## config.mk

```make
export PLATFORM = sky130hd
export DESIGN_NAME = see_front_end
export DESIGN_NICKNAME = d
export VERILOG_FILES = /design/src/see_pkg.sv /design/src/see_sync.sv /design/src/see_front_end.sv
export VERILOG_INCLUDE_DIRS = /design/src
export SDC_FILE = /design/constraint.sdc
export NUM_CORES = 1
export LEC_CHECK = 0
export ABC_AREA = 1
export BUFFER_PORTS_ARGS = -buffer_cell sky130_fd_sc_hd__buf_2
export CORE_AREA = 10 10 90 92
export CTS_BUF_LIST = sky130_fd_sc_hd__clkbuf_4 sky130_fd_sc_hd__clkbuf_8 sky130_fd_sc_hd__clkbuf_16
export DETAILED_ROUTE_END_ITERATION = 8
export DIE_AREA = 0 0 100 102
export PLACE_DENSITY = 0.72
export SYNTH_ARGS = -nofsm -noshare
export SYNTH_HDL_FRONTEND = slang
export SYNTH_HIERARCHICAL = 1
export SYNTH_SLANG_ARGS = --single-unit
```

## constraint.sdc

```tcl
create_clock -name clock -period 2.8 [get_ports clock]
set_input_delay 0.28 -clock clock [delete_from_list [all_inputs] [get_ports clock]]
set_output_delay 0.28 -clock clock [all_outputs]
set_load 0.005 [all_outputs]
```

## src/see_defs.svh

```systemverilog
// Constants for the serial EEPROM instruction front end
//*****************************************************************************
//*****************************************************************************
`ifndef SEE_DEFS_SVH
`define SEE_DEFS_SVH
`define SEE_OP_EXT 2'h0
`define SEE_OP_WRITE 2'h1
`define SEE_OP_READ 2'h2
`define SEE_OP_ERASE 2'h3
`define SEE_EXT_LOCK 2'h0
`define SEE_EXT_FILL 2'h1
`define SEE_EXT_WIPE 2'h2
`define SEE_EXT_UNLOCK 2'h3
`define SEE_ADDR_SMALL 6
`define SEE_ADDR_MIDDLE 8
`define SEE_ADDR_LARGE 10
`define SEE_ADDR_MAX 11
`define SEE_DATA_X16 16
`define SEE_DATA_X8 8
`define SEE_CLK_NS 25
`define SEE_MIN_DESELECT_NS 1000
`define SEE_MIN_DESELECT_CYC ((`SEE_MIN_DESELECT_NS + `SEE_CLK_NS - 1) / `SEE_CLK_NS)
`endif

```

## src/see_pkg.sv

```systemverilog
// Types shared by the serial EEPROM instruction front end
`default_nettype none
package see_pkg;
	typedef enum logic [2:0] {
		SEE_CMD_READ,
		SEE_CMD_WRITE,
		SEE_CMD_ERASE,
		SEE_CMD_UNLOCK,
		SEE_CMD_LOCK,
		SEE_CMD_WIPE,
		SEE_CMD_FILL
	} see_cmd_e;
	typedef struct packed {
		see_cmd_e op;
		logic [10:0] addr;
		logic [15:0] data;
	} see_cmd_s;
endpackage : see_pkg
`default_nettype wire

```

## src/see_sync.sv

```systemverilog
// Two-flop synchroniser with edge detection for the serial pins
`timescale 1ns/1ps
`default_nettype none
module see_sync #(
	parameter int W = 4
) (
	input wire logic clock, // System clock
	input wire logic resetn, // Async reset, active low
	input wire logic [W-1:0] pinIn, // Raw pins from outside
	output logic [W-1:0] level, // Synchronised level
	output logic [W-1:0] rise, // One-cycle rising edge
	output logic [W-1:0] fall // One-cycle falling edge
);
	//*********************************************************************
	// Per-bit synchroniser
	//*********************************************************************
	genvar i;
	generate
		for (i = 0; i < W; i++) begin : gBit
			logic meta_r;
			logic stab_r;
			logic prev_r;
			// Only stab_r reads meta_r, so edges are found on settled values
			always_ff @(posedge clock or negedge resetn) begin
				if (!resetn) begin
					meta_r <= 1'b0;
					stab_r <= 1'b0;
					prev_r <= 1'b0;
				end else begin
					meta_r <= pinIn[i];
					stab_r <= meta_r;
					prev_r <= stab_r;
				end
			end
			assign level[i] = stab_r;
			assign rise[i] = stab_r & ~prev_r;
			assign fall[i] = ~stab_r & prev_r;
		end
	endgenerate
endmodule : see_sync
`default_nettype wire

```

## src/see_front_end.sv

```systemverilog
// Serial instruction receiver of a three-wire serial EEPROM
`timescale 1ns/1ps
`default_nettype none
`include "see_defs.svh"
module see_front_end #(
	parameter int DENSITY = 0 // 0 small, 1 middle, 2 large
) (
	input wire logic clock, // 40 MHz system clock
	input wire logic resetn, // Async reset, active low
	input wire logic selPin, // Select pin, active high
	input wire logic sclkPin, // Serial clock pin from host
	input wire logic dinPin, // Serial data in pin
	input wire logic orgPin, // 1 for x16, 0 for x8
	input wire logic progBusy, // Array programming in progress
	output logic doutPin, // Serial data out
	output logic doutOe, // High while data out is driven
	output logic cmdValid, // One-cycle pulse: instruction decoded
	output see_pkg::see_cmd_s cmdInfo, // Decoded instruction fields
	output logic progStart, // One-cycle pulse: start programming
	output logic progLocked // High while programming is locked
);
	import see_pkg::*;

	//*********************************************************************
	// Pin synchronisers
	//*********************************************************************
	typedef enum logic [2:0] {
		SEE_IDLE, SEE_WAIT, SEE_OPADDR, SEE_DATA, SEE_ARMED, SEE_STATUS, SEE_SPENT
	} see_state_e;

	localparam int ABASE = (DENSITY == 0) ? `SEE_ADDR_SMALL :
		(DENSITY == 1) ? `SEE_ADDR_MIDDLE : `SEE_ADDR_LARGE;

	logic [3:0] pinLvl;
	logic [3:0] pinRise;
	logic [3:0] pinFall;

	see_sync #(.W(4)) uSync (
		.clock(clock),
		.resetn(resetn),
		.pinIn({orgPin, dinPin, sclkPin, selPin}),
		.level(pinLvl),
		.rise(pinRise),
		.fall(pinFall)
	);

	logic selLvl;
	logic din;
	logic orgLvl;
	logic selRise;
	logic selFall;
	logic bitTick;
	assign selLvl = pinLvl[0];
	assign din = pinLvl[2];
	assign orgLvl = pinLvl[3];
	assign selRise = pinRise[0];
	assign selFall = pinFall[0];
	// Work only on sampled clock edges, so a stopped clock simply freezes state
	assign bitTick = pinRise[1] & selLvl & ~selRise;

	//*********************************************************************
	// Frame state
	//*********************************************************************
	see_state_e state_r;
	see_state_e state_nxt;
	logic x16_r;
	logic [4:0] cnt_r;
	logic [28:0] sh_r;
	logic [28:0] shNew;
	logic [3:0] aw;
	logic [4:0] dw;
	logic addrDone;
	logic [1:0] opc;
	logic [1:0] ext;
	logic [10:0] addrNew;
	see_cmd_s cmd_nxt;

	assign aw = 4'(ABASE) + (x16_r ? 4'h0 : 4'h1);
	assign dw = x16_r ? 5'(`SEE_DATA_X16) : 5'(`SEE_DATA_X8);
	assign shNew = {sh_r[27:0], din};
	assign addrDone = (cnt_r == 5'(aw) + 5'h1);
	assign opc = shNew[aw+1 -: 2];
	assign ext = shNew[aw-1 -: 2];
	assign addrNew = 11'(shNew[10:0] & ((11'h1 << aw) - 11'h1));

	// Op-code and extension to one of the seven instructions
	always_comb begin
		cmd_nxt = cmdInfo;
		cmd_nxt.addr = addrNew;
		unique case (opc)
			`SEE_OP_READ: cmd_nxt.op = SEE_CMD_READ;
			`SEE_OP_WRITE: cmd_nxt.op = SEE_CMD_WRITE;
			`SEE_OP_ERASE: cmd_nxt.op = SEE_CMD_ERASE;
			`SEE_OP_EXT: begin
				unique case (ext)
					`SEE_EXT_UNLOCK: cmd_nxt.op = SEE_CMD_UNLOCK;
					`SEE_EXT_LOCK: cmd_nxt.op = SEE_CMD_LOCK;
					`SEE_EXT_WIPE: cmd_nxt.op = SEE_CMD_WIPE;
					`SEE_EXT_FILL: cmd_nxt.op = SEE_CMD_FILL;
				endcase
			end
		endcase
	end

	// Next frame state
	always_comb begin
		state_nxt = state_r;
		if (selFall) begin
			state_nxt = SEE_IDLE;
		end else if (selRise) begin
			state_nxt = progBusy ? SEE_STATUS : SEE_WAIT;
		end else if (bitTick) begin
			unique case (state_r)
				SEE_WAIT: begin
					if (din) begin
						state_nxt = SEE_OPADDR;
					end
				end
				SEE_OPADDR: begin
					if (addrDone) begin
						if (cmd_nxt.op == SEE_CMD_WRITE || cmd_nxt.op == SEE_CMD_FILL) begin
							state_nxt = SEE_DATA;
						end else if (cmd_nxt.op == SEE_CMD_ERASE || cmd_nxt.op == SEE_CMD_WIPE) begin
							state_nxt = SEE_ARMED;
						end else begin
							state_nxt = SEE_SPENT;
						end
					end
				end
				SEE_DATA: begin
					if (cnt_r == dw - 5'h1) begin
						state_nxt = SEE_ARMED;
					end
				end
				// A further clock edge after the last bit forfeits programming
				SEE_ARMED: state_nxt = SEE_SPENT;
				default: state_nxt = state_r;
			endcase
		end
	end

	// State register
	always_ff @(posedge clock or negedge resetn) begin
		if (!resetn) begin
			state_r <= SEE_IDLE;
		end else begin
			state_r <= state_nxt;
		end
	end

	// Organisation is caught at the start of each frame
	always_ff @(posedge clock or negedge resetn) begin
		if (!resetn) begin
			x16_r <= 1'b0;
		end else if (selRise) begin
			x16_r <= orgLvl;
		end
	end

	// Bit counter and shift register
	always_ff @(posedge clock or negedge resetn) begin
		if (!resetn) begin
			cnt_r <= 5'h0;
			sh_r <= 29'h0;
		end else if (selFall || selRise) begin
			cnt_r <= 5'h0;
		end else if (bitTick) begin
			if (state_r == SEE_WAIT) begin
				cnt_r <= 5'h0;
			end else if (state_r == SEE_OPADDR) begin
				sh_r <= shNew;
				cnt_r <= addrDone ? 5'h0 : cnt_r + 5'h1;
			end else if (state_r == SEE_DATA) begin
				sh_r <= shNew;
				cnt_r <= cnt_r + 5'h1;
			end
		end
	end

	//*********************************************************************
	// Decoded outputs
	//*********************************************************************
	// Command record and its pulse
	always_ff @(posedge clock or negedge resetn) begin
		if (!resetn) begin
			cmdValid <= 1'b0;
			cmdInfo <= '0;
		end else begin
			cmdValid <= 1'b0;
			if (bitTick && state_r == SEE_OPADDR && addrDone) begin
				cmdValid <= 1'b1;
				cmdInfo <= cmd_nxt;
			end else if (bitTick && state_r == SEE_DATA && cnt_r == dw - 5'h1) begin
				cmdInfo.data <= x16_r ? shNew[15:0] : {8'h0, shNew[7:0]};
			end
		end
	end

	// Lock flag, set at reset, changed only by the two lock commands
	always_ff @(posedge clock or negedge resetn) begin
		if (!resetn) begin
			progLocked <= 1'b1;
		end else if (bitTick && state_r == SEE_OPADDR && addrDone) begin
			if (cmd_nxt.op == SEE_CMD_UNLOCK) begin
				progLocked <= 1'b0;
			end else if (cmd_nxt.op == SEE_CMD_LOCK) begin
				progLocked <= 1'b1;
			end
		end
	end

	// Programming starts on deselect from the armed state only
	always_ff @(posedge clock or negedge resetn) begin
		if (!resetn) begin
			progStart <= 1'b0;
		end else begin
			progStart <= selFall && state_r == SEE_ARMED && !progLocked;
		end
	end

	// Data out: busy status while selected, dummy zero after a read
	always_ff @(posedge clock or negedge resetn) begin
		if (!resetn) begin
			doutPin <= 1'b0;
			doutOe <= 1'b0;
		end else if (state_nxt == SEE_STATUS) begin
			doutPin <= ~progBusy;
			doutOe <= 1'b1;
		end else if (state_nxt == SEE_SPENT && cmdInfo.op == SEE_CMD_READ) begin
			doutPin <= 1'b0;
			doutOe <= 1'b1;
		end else begin
			doutPin <= 1'b0;
			doutOe <= 1'b0;
		end
	end
endmodule : see_front_end
`default_nettype wire

```

# Word level (Yosys, flattened, before mapping)
# Index checks and enable logic that the tools add are counted.
# W data, S select, Z words.
totals:
  regBits: 82
  latchBits: 0
  ramBits: 0
  romBits: 0
  in_bits: 7
  out_inout_bits: 35
  elab_cells: 117
  mem_count: 0
op_classes:
  addsub: 7
  n_mul: 0
  n_div: 0
  n_lt_le_gt_ge: 0
  eq_ne: 20
  shifts: 3
  muxes: 29
  n_bitwise: 14
  n_reduce_logical: 22
op_table:
  columns: ["op", "n"]
  rows:
  - ["$mux W28", 2]
  - ["$pmux W3 S4", 3]
  - ["$mux W5", 7]
  - ["$shiftx A30 B33 Y2", 1]
  - ["$shiftx A30 B6 Y2", 1]
  - ["$mux W3", 8]
  - ["$eq A3 B3 Y1 const B", 6]
  - ["$mux W16", 1]
  - ["$eq A3 B2 Y1 const B", 4]
  - ["$and A11 B11 Y11", 1]
  - ["$shl A1 B4 Y11 const A", 1]
  - ["$sub A11 B1 Y11 const B", 1]
  - ["$add A4 B1 Y5 const B", 2]
  - ["$eq A5 B5 Y1", 2]
  - ["$eq A2 B2 Y1 const B", 4]
  - ["$not A1 Y1", 8]
  - ["$logic_and A1 B1 Y1", 7]
  - ["$mux W1", 7]
  - ["$eq A3 B1 Y1 const B", 2]
  - ["$reduce_and A2 Y1", 3]
  - ["$reduce_bool A2 Y1", 3]
  - ["$add A5 B1 Y5 const B", 1]
  - ["$and A1 B1 Y1", 5]
  - ["$sub A4 B1 Y5 const B", 1]
  - ["other kinds (10)", 14]

# Longest topological paths before layout
# Gate-level depths: netlist of the first run.
logic_depth:
  word_depth: 20
  depth_mapped: 15

# Modules after synthesis
# Netlist of the first run, hierarchy kept.
by_module_without_submodules:
  columns: ["module", "n_inst", "cells_each", "area_per_inst_um2"]
  rows:
  - ["see_front_end", 1, 323, 2706.3]
  - ["see_sync", 1, 32, 390.4]

# Worst setup path after synthesis of the first run
# OpenSTA, ideal clock, no wires.
synth_timing:
  path_type: "reg-to-reg"
  startpoint: "register uSync.gBit[0].stab_r"
  endpoint: "register cnt_r[4]"
  setup_time_ns: 0.126
  t_arrival_ns: 1.391
  required_ns: 2.674
  path_slack_ns: 1.283
  stages_incl_launch_ff: 10
  path_cell_list: "dfrtp_1 > inv_1 > nor2_1 > nor2_1 > nand2_1 > o21ai_2 > nor3_1 > nand2_1 > nor2_1 > nor3_1"
synth_via:
  elab_chain_cells: 5
synth_rtl:
  columns: ["item", "line", "text"]
  rows:
  - ["start, declared", "see_sync.sv:21", "logic stab_r;"]
  - ["start signal, assigned", "see_sync.sv:31", "stab_r <= meta_r;"]
  - ["$and A1 B1 Y1 (*)", "see_sync.sv:36", "assign rise[i] = stab_r & ~prev_r;"]
  - ["via pinRise[0]", "see_front_end.sv:35", "logic [3:0] pinRise;"]
  - ["$not A1 Y1", "see_front_end.sv:59", "assign bitTick = pinRise[1] & selLvl & ~selRise;"]
  - ["$and A1 B1 Y1", "see_front_end.sv:59", null]
  - ["$reduce_bool A2 Y1 (no source line)", null, null]
  - ["$reduce_and A2 Y1 (no source line)", null, null]
  - ["end signal, assigned", "see_front_end.sv:172", "cnt_r <= addrDone ? 5'h0 : cnt_r + 5'h1;"]
  - ["end signal, assigned", "see_front_end.sv:175", "cnt_r <= cnt_r + 5'h1;"]
  - ["end, declared", "see_front_end.sv:67", "logic [4:0] cnt_r;"]
# The timed path passes the listed nets; every way through them passes the cells marked *.
# A chain may end at the register's enable or synchronous reset.

# Worst setup path in the final report of the first run
layout_timing:
  startpoint: "register x16_r"
  endpoint: "register cmdInfo[28] (netlist name)"
layout_via:
  elab_chain_cells: 7
layout_rtl:
  columns: ["item", "line", "text"]
  rows:
  - ["start, declared", "see_front_end.sv:66", "logic x16_r;"]
  - ["start signal, assigned", "see_front_end.sv:156", "x16_r <= orgLvl;"]
  - ["$mux W1 (*)", "see_front_end.sv:78", "assign aw = 4'(ABASE) + (x16_r ? 4'h0 : 4'h1);"]
  - ["$add A3 B1 Y4 (*)", "see_front_end.sv:78", null]
  - ["$sub A4 B1 Y5", "see_front_end.sv:83", "assign ext = shNew[aw-1 -: 2];"]
  - ["$shiftx A30 B33 Y2", "see_front_end.sv:83", null]
  - ["$eq A2 B1 Y1, or another cell as far along", "see_front_end.sv:95", "unique case (ext)"]
  - ["$pmux W3 S4", "see_front_end.sv:95", null]
  - ["$pmux W3 S4", "see_front_end.sv:90", "unique case (opc)"]
  - ["end signal, assigned", "see_front_end.sv:192", "cmdInfo <= cmd_nxt;"]
  - ["end, declared", "see_front_end.sv:18", "output see_pkg::see_cmd_s cmdInfo,"]
# Mark *: on every way between the ends. The rest lies on a longest branch, timed or not.

==> impl_metrics.tcl, run 1 <==
set metrics [dict create \
    rows 29 \
    syn-cell-area_um2 3000 \
    drive_gt1_share_pct 20.7 \
    area_delta_synth_final_pct 10.9 \
    dieHeight_um 102 \
    dieArea_um2 10200 \
    cp_common_cell "nand2_1" \
    period_minus_slack_ns 2.03 \
    reg2reg_setup_slack_ns 0.77 \
    cp.required_ns 3.03 \
    finalHoldViolations 0 \
    drc 0 \
    met2_length_mm 2.63 \
    cts_sinks 65 \
    top_layer "met4" \
    clk_path_buf_depth 2 \
    clockRootBuffer "clkbuf_8" \
    power.density_nw_per_um2 646 \
    grt_pass1_vias 2238 \
    wl_met3_um 388 \
    run_status "finished clean" \
    wl_mm 5.59 \
    place_congestion 0.839 \
    min_path_type "in -> async" \
    cts_tree "built" \
    dp_hpwl_mm 4.13 \
    wirelength_met1_mm 2.47 \
    cp-start-kind "register" \
    multi_input_area_um2 992 \
    leakage_nw 1.70 \
    cts_buffers 9 \
    num_antenna_cells 0 \
    finalWorstSetupSlack_ns 0.768 \
    fin_tns_setup_ns 0 \
    slew_viol_final 0 \
    crit_path_max_fanout 22 \
    postCtsResizedCells 0 \
    wl_per_cell_um 12.6 \
    cts_setup_buffers 0 \
    overflow 0 \
    nFillCells 562 \
    maxCapViolations 0 \
    grt_max_degree 37 \
    start_util_pct 47.8 \
    vias_per_cell 4.88 \
    critPathArrivalTime_ns 2.26 \
    ys.warnings.count 6 \
    route.vias.total 2173 \
    grt_pass1_wl_mm 9.98 \
    path_class "reg -> reg" \
    preCtsSetupSlack_ns 0.752 \
    slew_headroom_pct 46.1 \
    die_x_um 100 \
    hold_slack_ns 0.0233 \
    core_area_um2 6280 \
    clk_pin_slew_worst_paths_ns 0.07 \
    antenna_left 0 \
    crit_path_cell_trace "inv_2 > nand2_1 > nand2_1 > nand3_1 > nor2_1 > nand3_2 > mux2_2" \
    antenna_found_initial 0 \
    num_io_pins 42 \
    portBuffers 37 \
    setup_violations 0 \
    synthCells 342 \
    htreeDepth 3 \
    drtIter0Drc 131 \
    fin_worst_skew_ns 0.00874 \
    rsz0062_at_grt "no" \
    regArea_um2 1630 \
    num-nets-final 371 \
    fin_util_pct 53.0 \
    cpPeakStageDelay_ns 0.53 \
    avgSynthCellArea_um2 8.78 \
    max_freq_mhz 492 \
    crit_slowest_cell "dfrtp_1" \
    period_share_pct 72.6 \
    postCtsHoldBufs 0 \
    clk_latency_ns 0.34 \
    first_pass_iters 5 \
    cp-end-kind "register" \
    grt_use_total_pct 11.9 \
    peakVddDrop_v 0.000411 \
    worst_slew_pin_slew_ns 0.809 \
]
==> power by group <==
part,internal (W),switching [W],total (W)
clock network,0.000560,0.000354,0.000914
logic,0.0000753,0.000141,0.000216
registers,0.000979,0.0000393,0.00102
==> routing by layer <==
layer  vias to the layer above  global-route usage (%)
met1                      1009                    14.0
met5                         -                       0
li1                       1110                       -
met3                        12                    3.64
met2                        42                    19.0
met4                         0                    6.52
==> through the flow <==
step	std cells	cell area [um2]	power [W]
6_report	445	3330	0.00215
5_1_grt	445	3330	0.00225
4_1_cts	445	3330	0.00217
3_5_place_dp	429	3090	0.00125
3_3_place_gp	429	3090	0.00125
2_1_floorplan	345	3010	0.00120
==> final timing paths <==
kind / from / endpoint / depth (start not counted)
hold reg to reg: uSync/gBit[2].meta_r$_DFF_PN0_ / uSync/gBit[2].stab_r$_DFF_PN0_ / 0
setup / recovery: x16_r$_DFFE_PN0P_ / cmdInfo[28]$_DFFE_PN0P_ / 7
setup reg to reg: x16_r$_DFFE_PN0P_ / cmdInfo[28]$_DFFE_PN0P_ / 7
min in group clock: dinPin / uSync/gBit[2].meta_r$_DFF_PN0_ / 1
max in group asynchronous: resetn / cnt_r[3]$_DFFE_PN0P_ / 2
hold / removal: resetn / cmdInfo[1]$_DFFE_PN0P_ / 1
==> critical path, delay by kind of cell (launching register included) <==
family / cells / cell delay, ns
and+or+nand+nor: 5 / 0.74
muxes: 1 / 0.39
DFF: 1 / 0.53
buffers and inverters: 1 / 0.26
==> placed cells by master (no fill, tap or decap) <==
cell type and n:
nand3_2 1, nand4_1 2, clkbuf_4 1, nand2_2 6
o31ai_2 1, buf_2 37, o21ai_2 2, ha_1 1
clkbuf_8 11, nor3_1 5, nand3_1 6, conb_1 4
a21o_1 1, a21oi_1 8, dfrtp_1 64, buf_4 2
nor2_1 19, a21oi_2 1, clkinvlp_4 2, nor3_4 1
o31ai_1 8, nor2_2 4, xor2_1 1, inv_2 1
mux2_2 1, o41ai_1 1, dfstp_2 1, o21a_1 1
buf_12 1, o21ai_0 40, nor3b_1 1, inv_1 41
or2_2 1, o21ai_1 5, bufinv_16 2, nand2_1 84
==> state kept, by name, summed over array words and instances, names as in the netlist, 2 cells and up <==
name,flops
state_r,3
cmdInfo,26
sh_r,15
uSync/gBit.prev_r,2
cnt_r,5
uSync/gBit.meta_r,4
uSync/gBit.stab_r,4
==> area by class of cell <==
type / instances / area share [%]
Inverter: 42 / 4.74
Timing Repair Buffer: 40 / 6.62
Tap cell: 77 / 2.89
Multi-Input combinational cell: 205 / 29.8
Sequential cell: 65 / 48.9
Clock inverter: 4 / 2.26
Clock buffer: 12 / 4.77
No activity file was read; power rests on OpenSTA's default activity.
==> run 2, diff against run 1 <==
Clock period 2.8 ns to 1.9 ns, I/O delays scaled along.
==> impl_metrics.tcl, run 2 (synthesis gave the netlist of run 1 again) <==
set metrics [dict create \
    run_status "finished clean" \
    cpPeakStageDelay_ns 0.49 \
    crit_path_cell_trace "inv_2 > nand2_1 > nand2_1 > nand3_1 > nor2_1 > nand3_2 > buf_4 > o21ai_0" \
    hold_slack_ns 0.0187 \
    grt_max_degree 42 \
    regMostFlops "cmdInfo" \
    fin_util_pct 54.5 \
    first_pass_iters 4 \
    layout_commonest_cell "nand2_1" \
    rows 29 \
    p_clk_share_pct 38.5 \
    fin_tns_setup_ns 0 \
    power.switching_w 0.000784 \
    reg2reg_setup_slack_ns 0.20 \
    finalPower_w 0.00301 \
    power_frac_seq_pct 49.9 \
    vias_per_cell 4.77 \
    num_io_pins 42 \
    placed_cells 433 \
    peakVddDrop_v 0.000452 \
    clk_pin_slew_worst_paths_ns 0.07 \
    start_util_pct 47.8 \
    dieHeight_um 102 \
    cp-end-kind "register" \
    path_class "reg -> reg" \
    slew_headroom_pct 61.0 \
    clk_latency_ns 0.34 \
    cp_common_cell "nand2_1" \
    min_path_type "in -> reg" \
    wl_per_cell_um 12.5 \
    power.density_nw_per_um2 881 \
    period_minus_slack_ns 1.70 \
    clockRootBuffer "clkbuf_8" \
    clk_path_buf_depth 2 \
    drtIter0Drc 105 \
    setup_violations 0 \
    dieArea_um2 10200 \
    antenna_found_initial 0 \
    route.vias.total 2176 \
    die_x_um 100 \
    combPwrFrac_pct 11.6 \
    drive_gt1_share_pct 21.9 \
    nFillCells 579 \
    cp.required_ns 2.15 \
    swShare_pct 26.0 \
    largest_reg_flops 26 \
    dp_hpwl_mm 4.17 \
    max_freq_mhz 589 \
    num-nets-final 382 \
    grt_pass1_wl_mm 9.73 \
    finalNonFillerCells 456 \
    finalHoldViolations 0 \
    internal-power_w 0.00223 \
    antenna_left 0 \
    critPathTopFamily "simple AND/OR/NAND/NOR gates" \
    mostFrequentLayoutCells "nand2_1, dfrtp_1, inv_1, o21ai_0, buf_2" \
    drc 0 \
    critPathArrivalTime_ns 1.94 \
    crit_path_max_fanout 13 \
    crit_buf_inv 2 \
    period_share_pct 89.4 \
    htreeDepth 3 \
    slew_viol_final 0 \
    multi_input_area_um2 1000 \
    portBuffers 37 \
    leakage_nw 1.75 \
    grt_pass1_vias 2146 \
    regArea_um2 1630 \
    cts_buffers 9 \
    wl_mm 5.69 \
    place_congestion 0.843 \
    maxCapViolations 0 \
    num_antenna_cells 0 \
    core_area_um2 6280 \
    cp-start-kind "register" \
    worst_slew_pin_slew_ns 0.585 \
    crit_slowest_cell "dfrtp_2" \
    fin_worst_skew_ns 0.00938 \
    grt_use_total_pct 11.8 \
    area_delta_synth_final_pct 14.0 \
    cts_tree "built" \
    cts_sinks 65 \
    overflow 0 \
    reg_top3 "cmdInfo (26), sh_r (15), cnt_r (5)" \
]
## run 2: final timing paths
kind	start	end	depth (start not counted)
worst max-delay path	x16_r$_DFFE_PN0P_	cmdInfo[18]$_DFFE_PN0P_	8
worst min-delay path	progBusy	doutPin$_DFF_PN0_	2
worst max register to register	x16_r$_DFFE_PN0P_	cmdInfo[18]$_DFFE_PN0P_	8
worst min register to register	uSync/gBit[2].meta_r$_DFF_PN0_	uSync/gBit[2].stab_r$_DFF_PN0_	0
max in group asynchronous	resetn	x16_r$_DFFE_PN0P_	3
min in group asynchronous	resetn	cmdInfo[2]$_DFFE_PN0P_	2
## run 2: timing repair
item	4_1_cts	5_1_grt
hold buffers	5	0
endpoints found under the setup margin	0	15
setup buffers	0	2
gates resized for setup	0	3
endpoints found under the hold margin	27	0
## run 2: power by group through the flow
stage | Sequential [W] | Clock, W | Combinational, W
floorplan | 0.00151 | 0 | 0.000255
global placement | 0.00153 | 0 | 0.000328
detailed placement | 0.00153 | 0 | 0.000334
CTS | 0.00150 | 0.00119 | 0.000343
global route | 0.00151 | 0.00125 | 0.000414
finish | 0.00150 | 0.00116 | 0.000351
## run 2: worst reg2reg max path, delay by kind of cell (launching register included)
family                 cells  cell delay [ns]
AND/OR/NAND/NOR            5             0.58
buffers and inverters      2             0.36
flip-flops                 1             0.49
AO/OA/AOI/OAI              1             0.19
## run 2: cell type report
class | count | area share (%)
Clock buffer | 11 | 4.24
Clock inverter | 5 | 1.61
Inverter | 42 | 4.61
Multi-Input combinational cell | 205 | 29.2
Sequential cell | 65 | 47.6
Tap cell | 77 | 2.81
Timing Repair Buffer | 51 | 9.94
## run 2: per-layer routing
layer | GRT usage [%] | vias up | routed length (um)
met3 | 3.37 | 12 | 363
li1 | - | 1122 | -
met1 | 14.4 | 992 | 2620
met2 | 18.3 | 50 | 2550
met5 | 0 | - | 0
met4 | 6.85 | 0 | 152
## run 2: stage by stage
| stage | worst slack (ns) | cell area, um2 |
|---|---|---|
| 4_1_cts | 0.0432 | 3400 |
| 5_1_grt | -0.00306 | 3420 |
| 3_3_place_gp | 0.0955 | 3150 |
| 6_report | 0.202 | 3420 |
| 2_1_floorplan | 0.383 | 3010 |
| 3_5_place_dp | 0.0459 | 3150 |
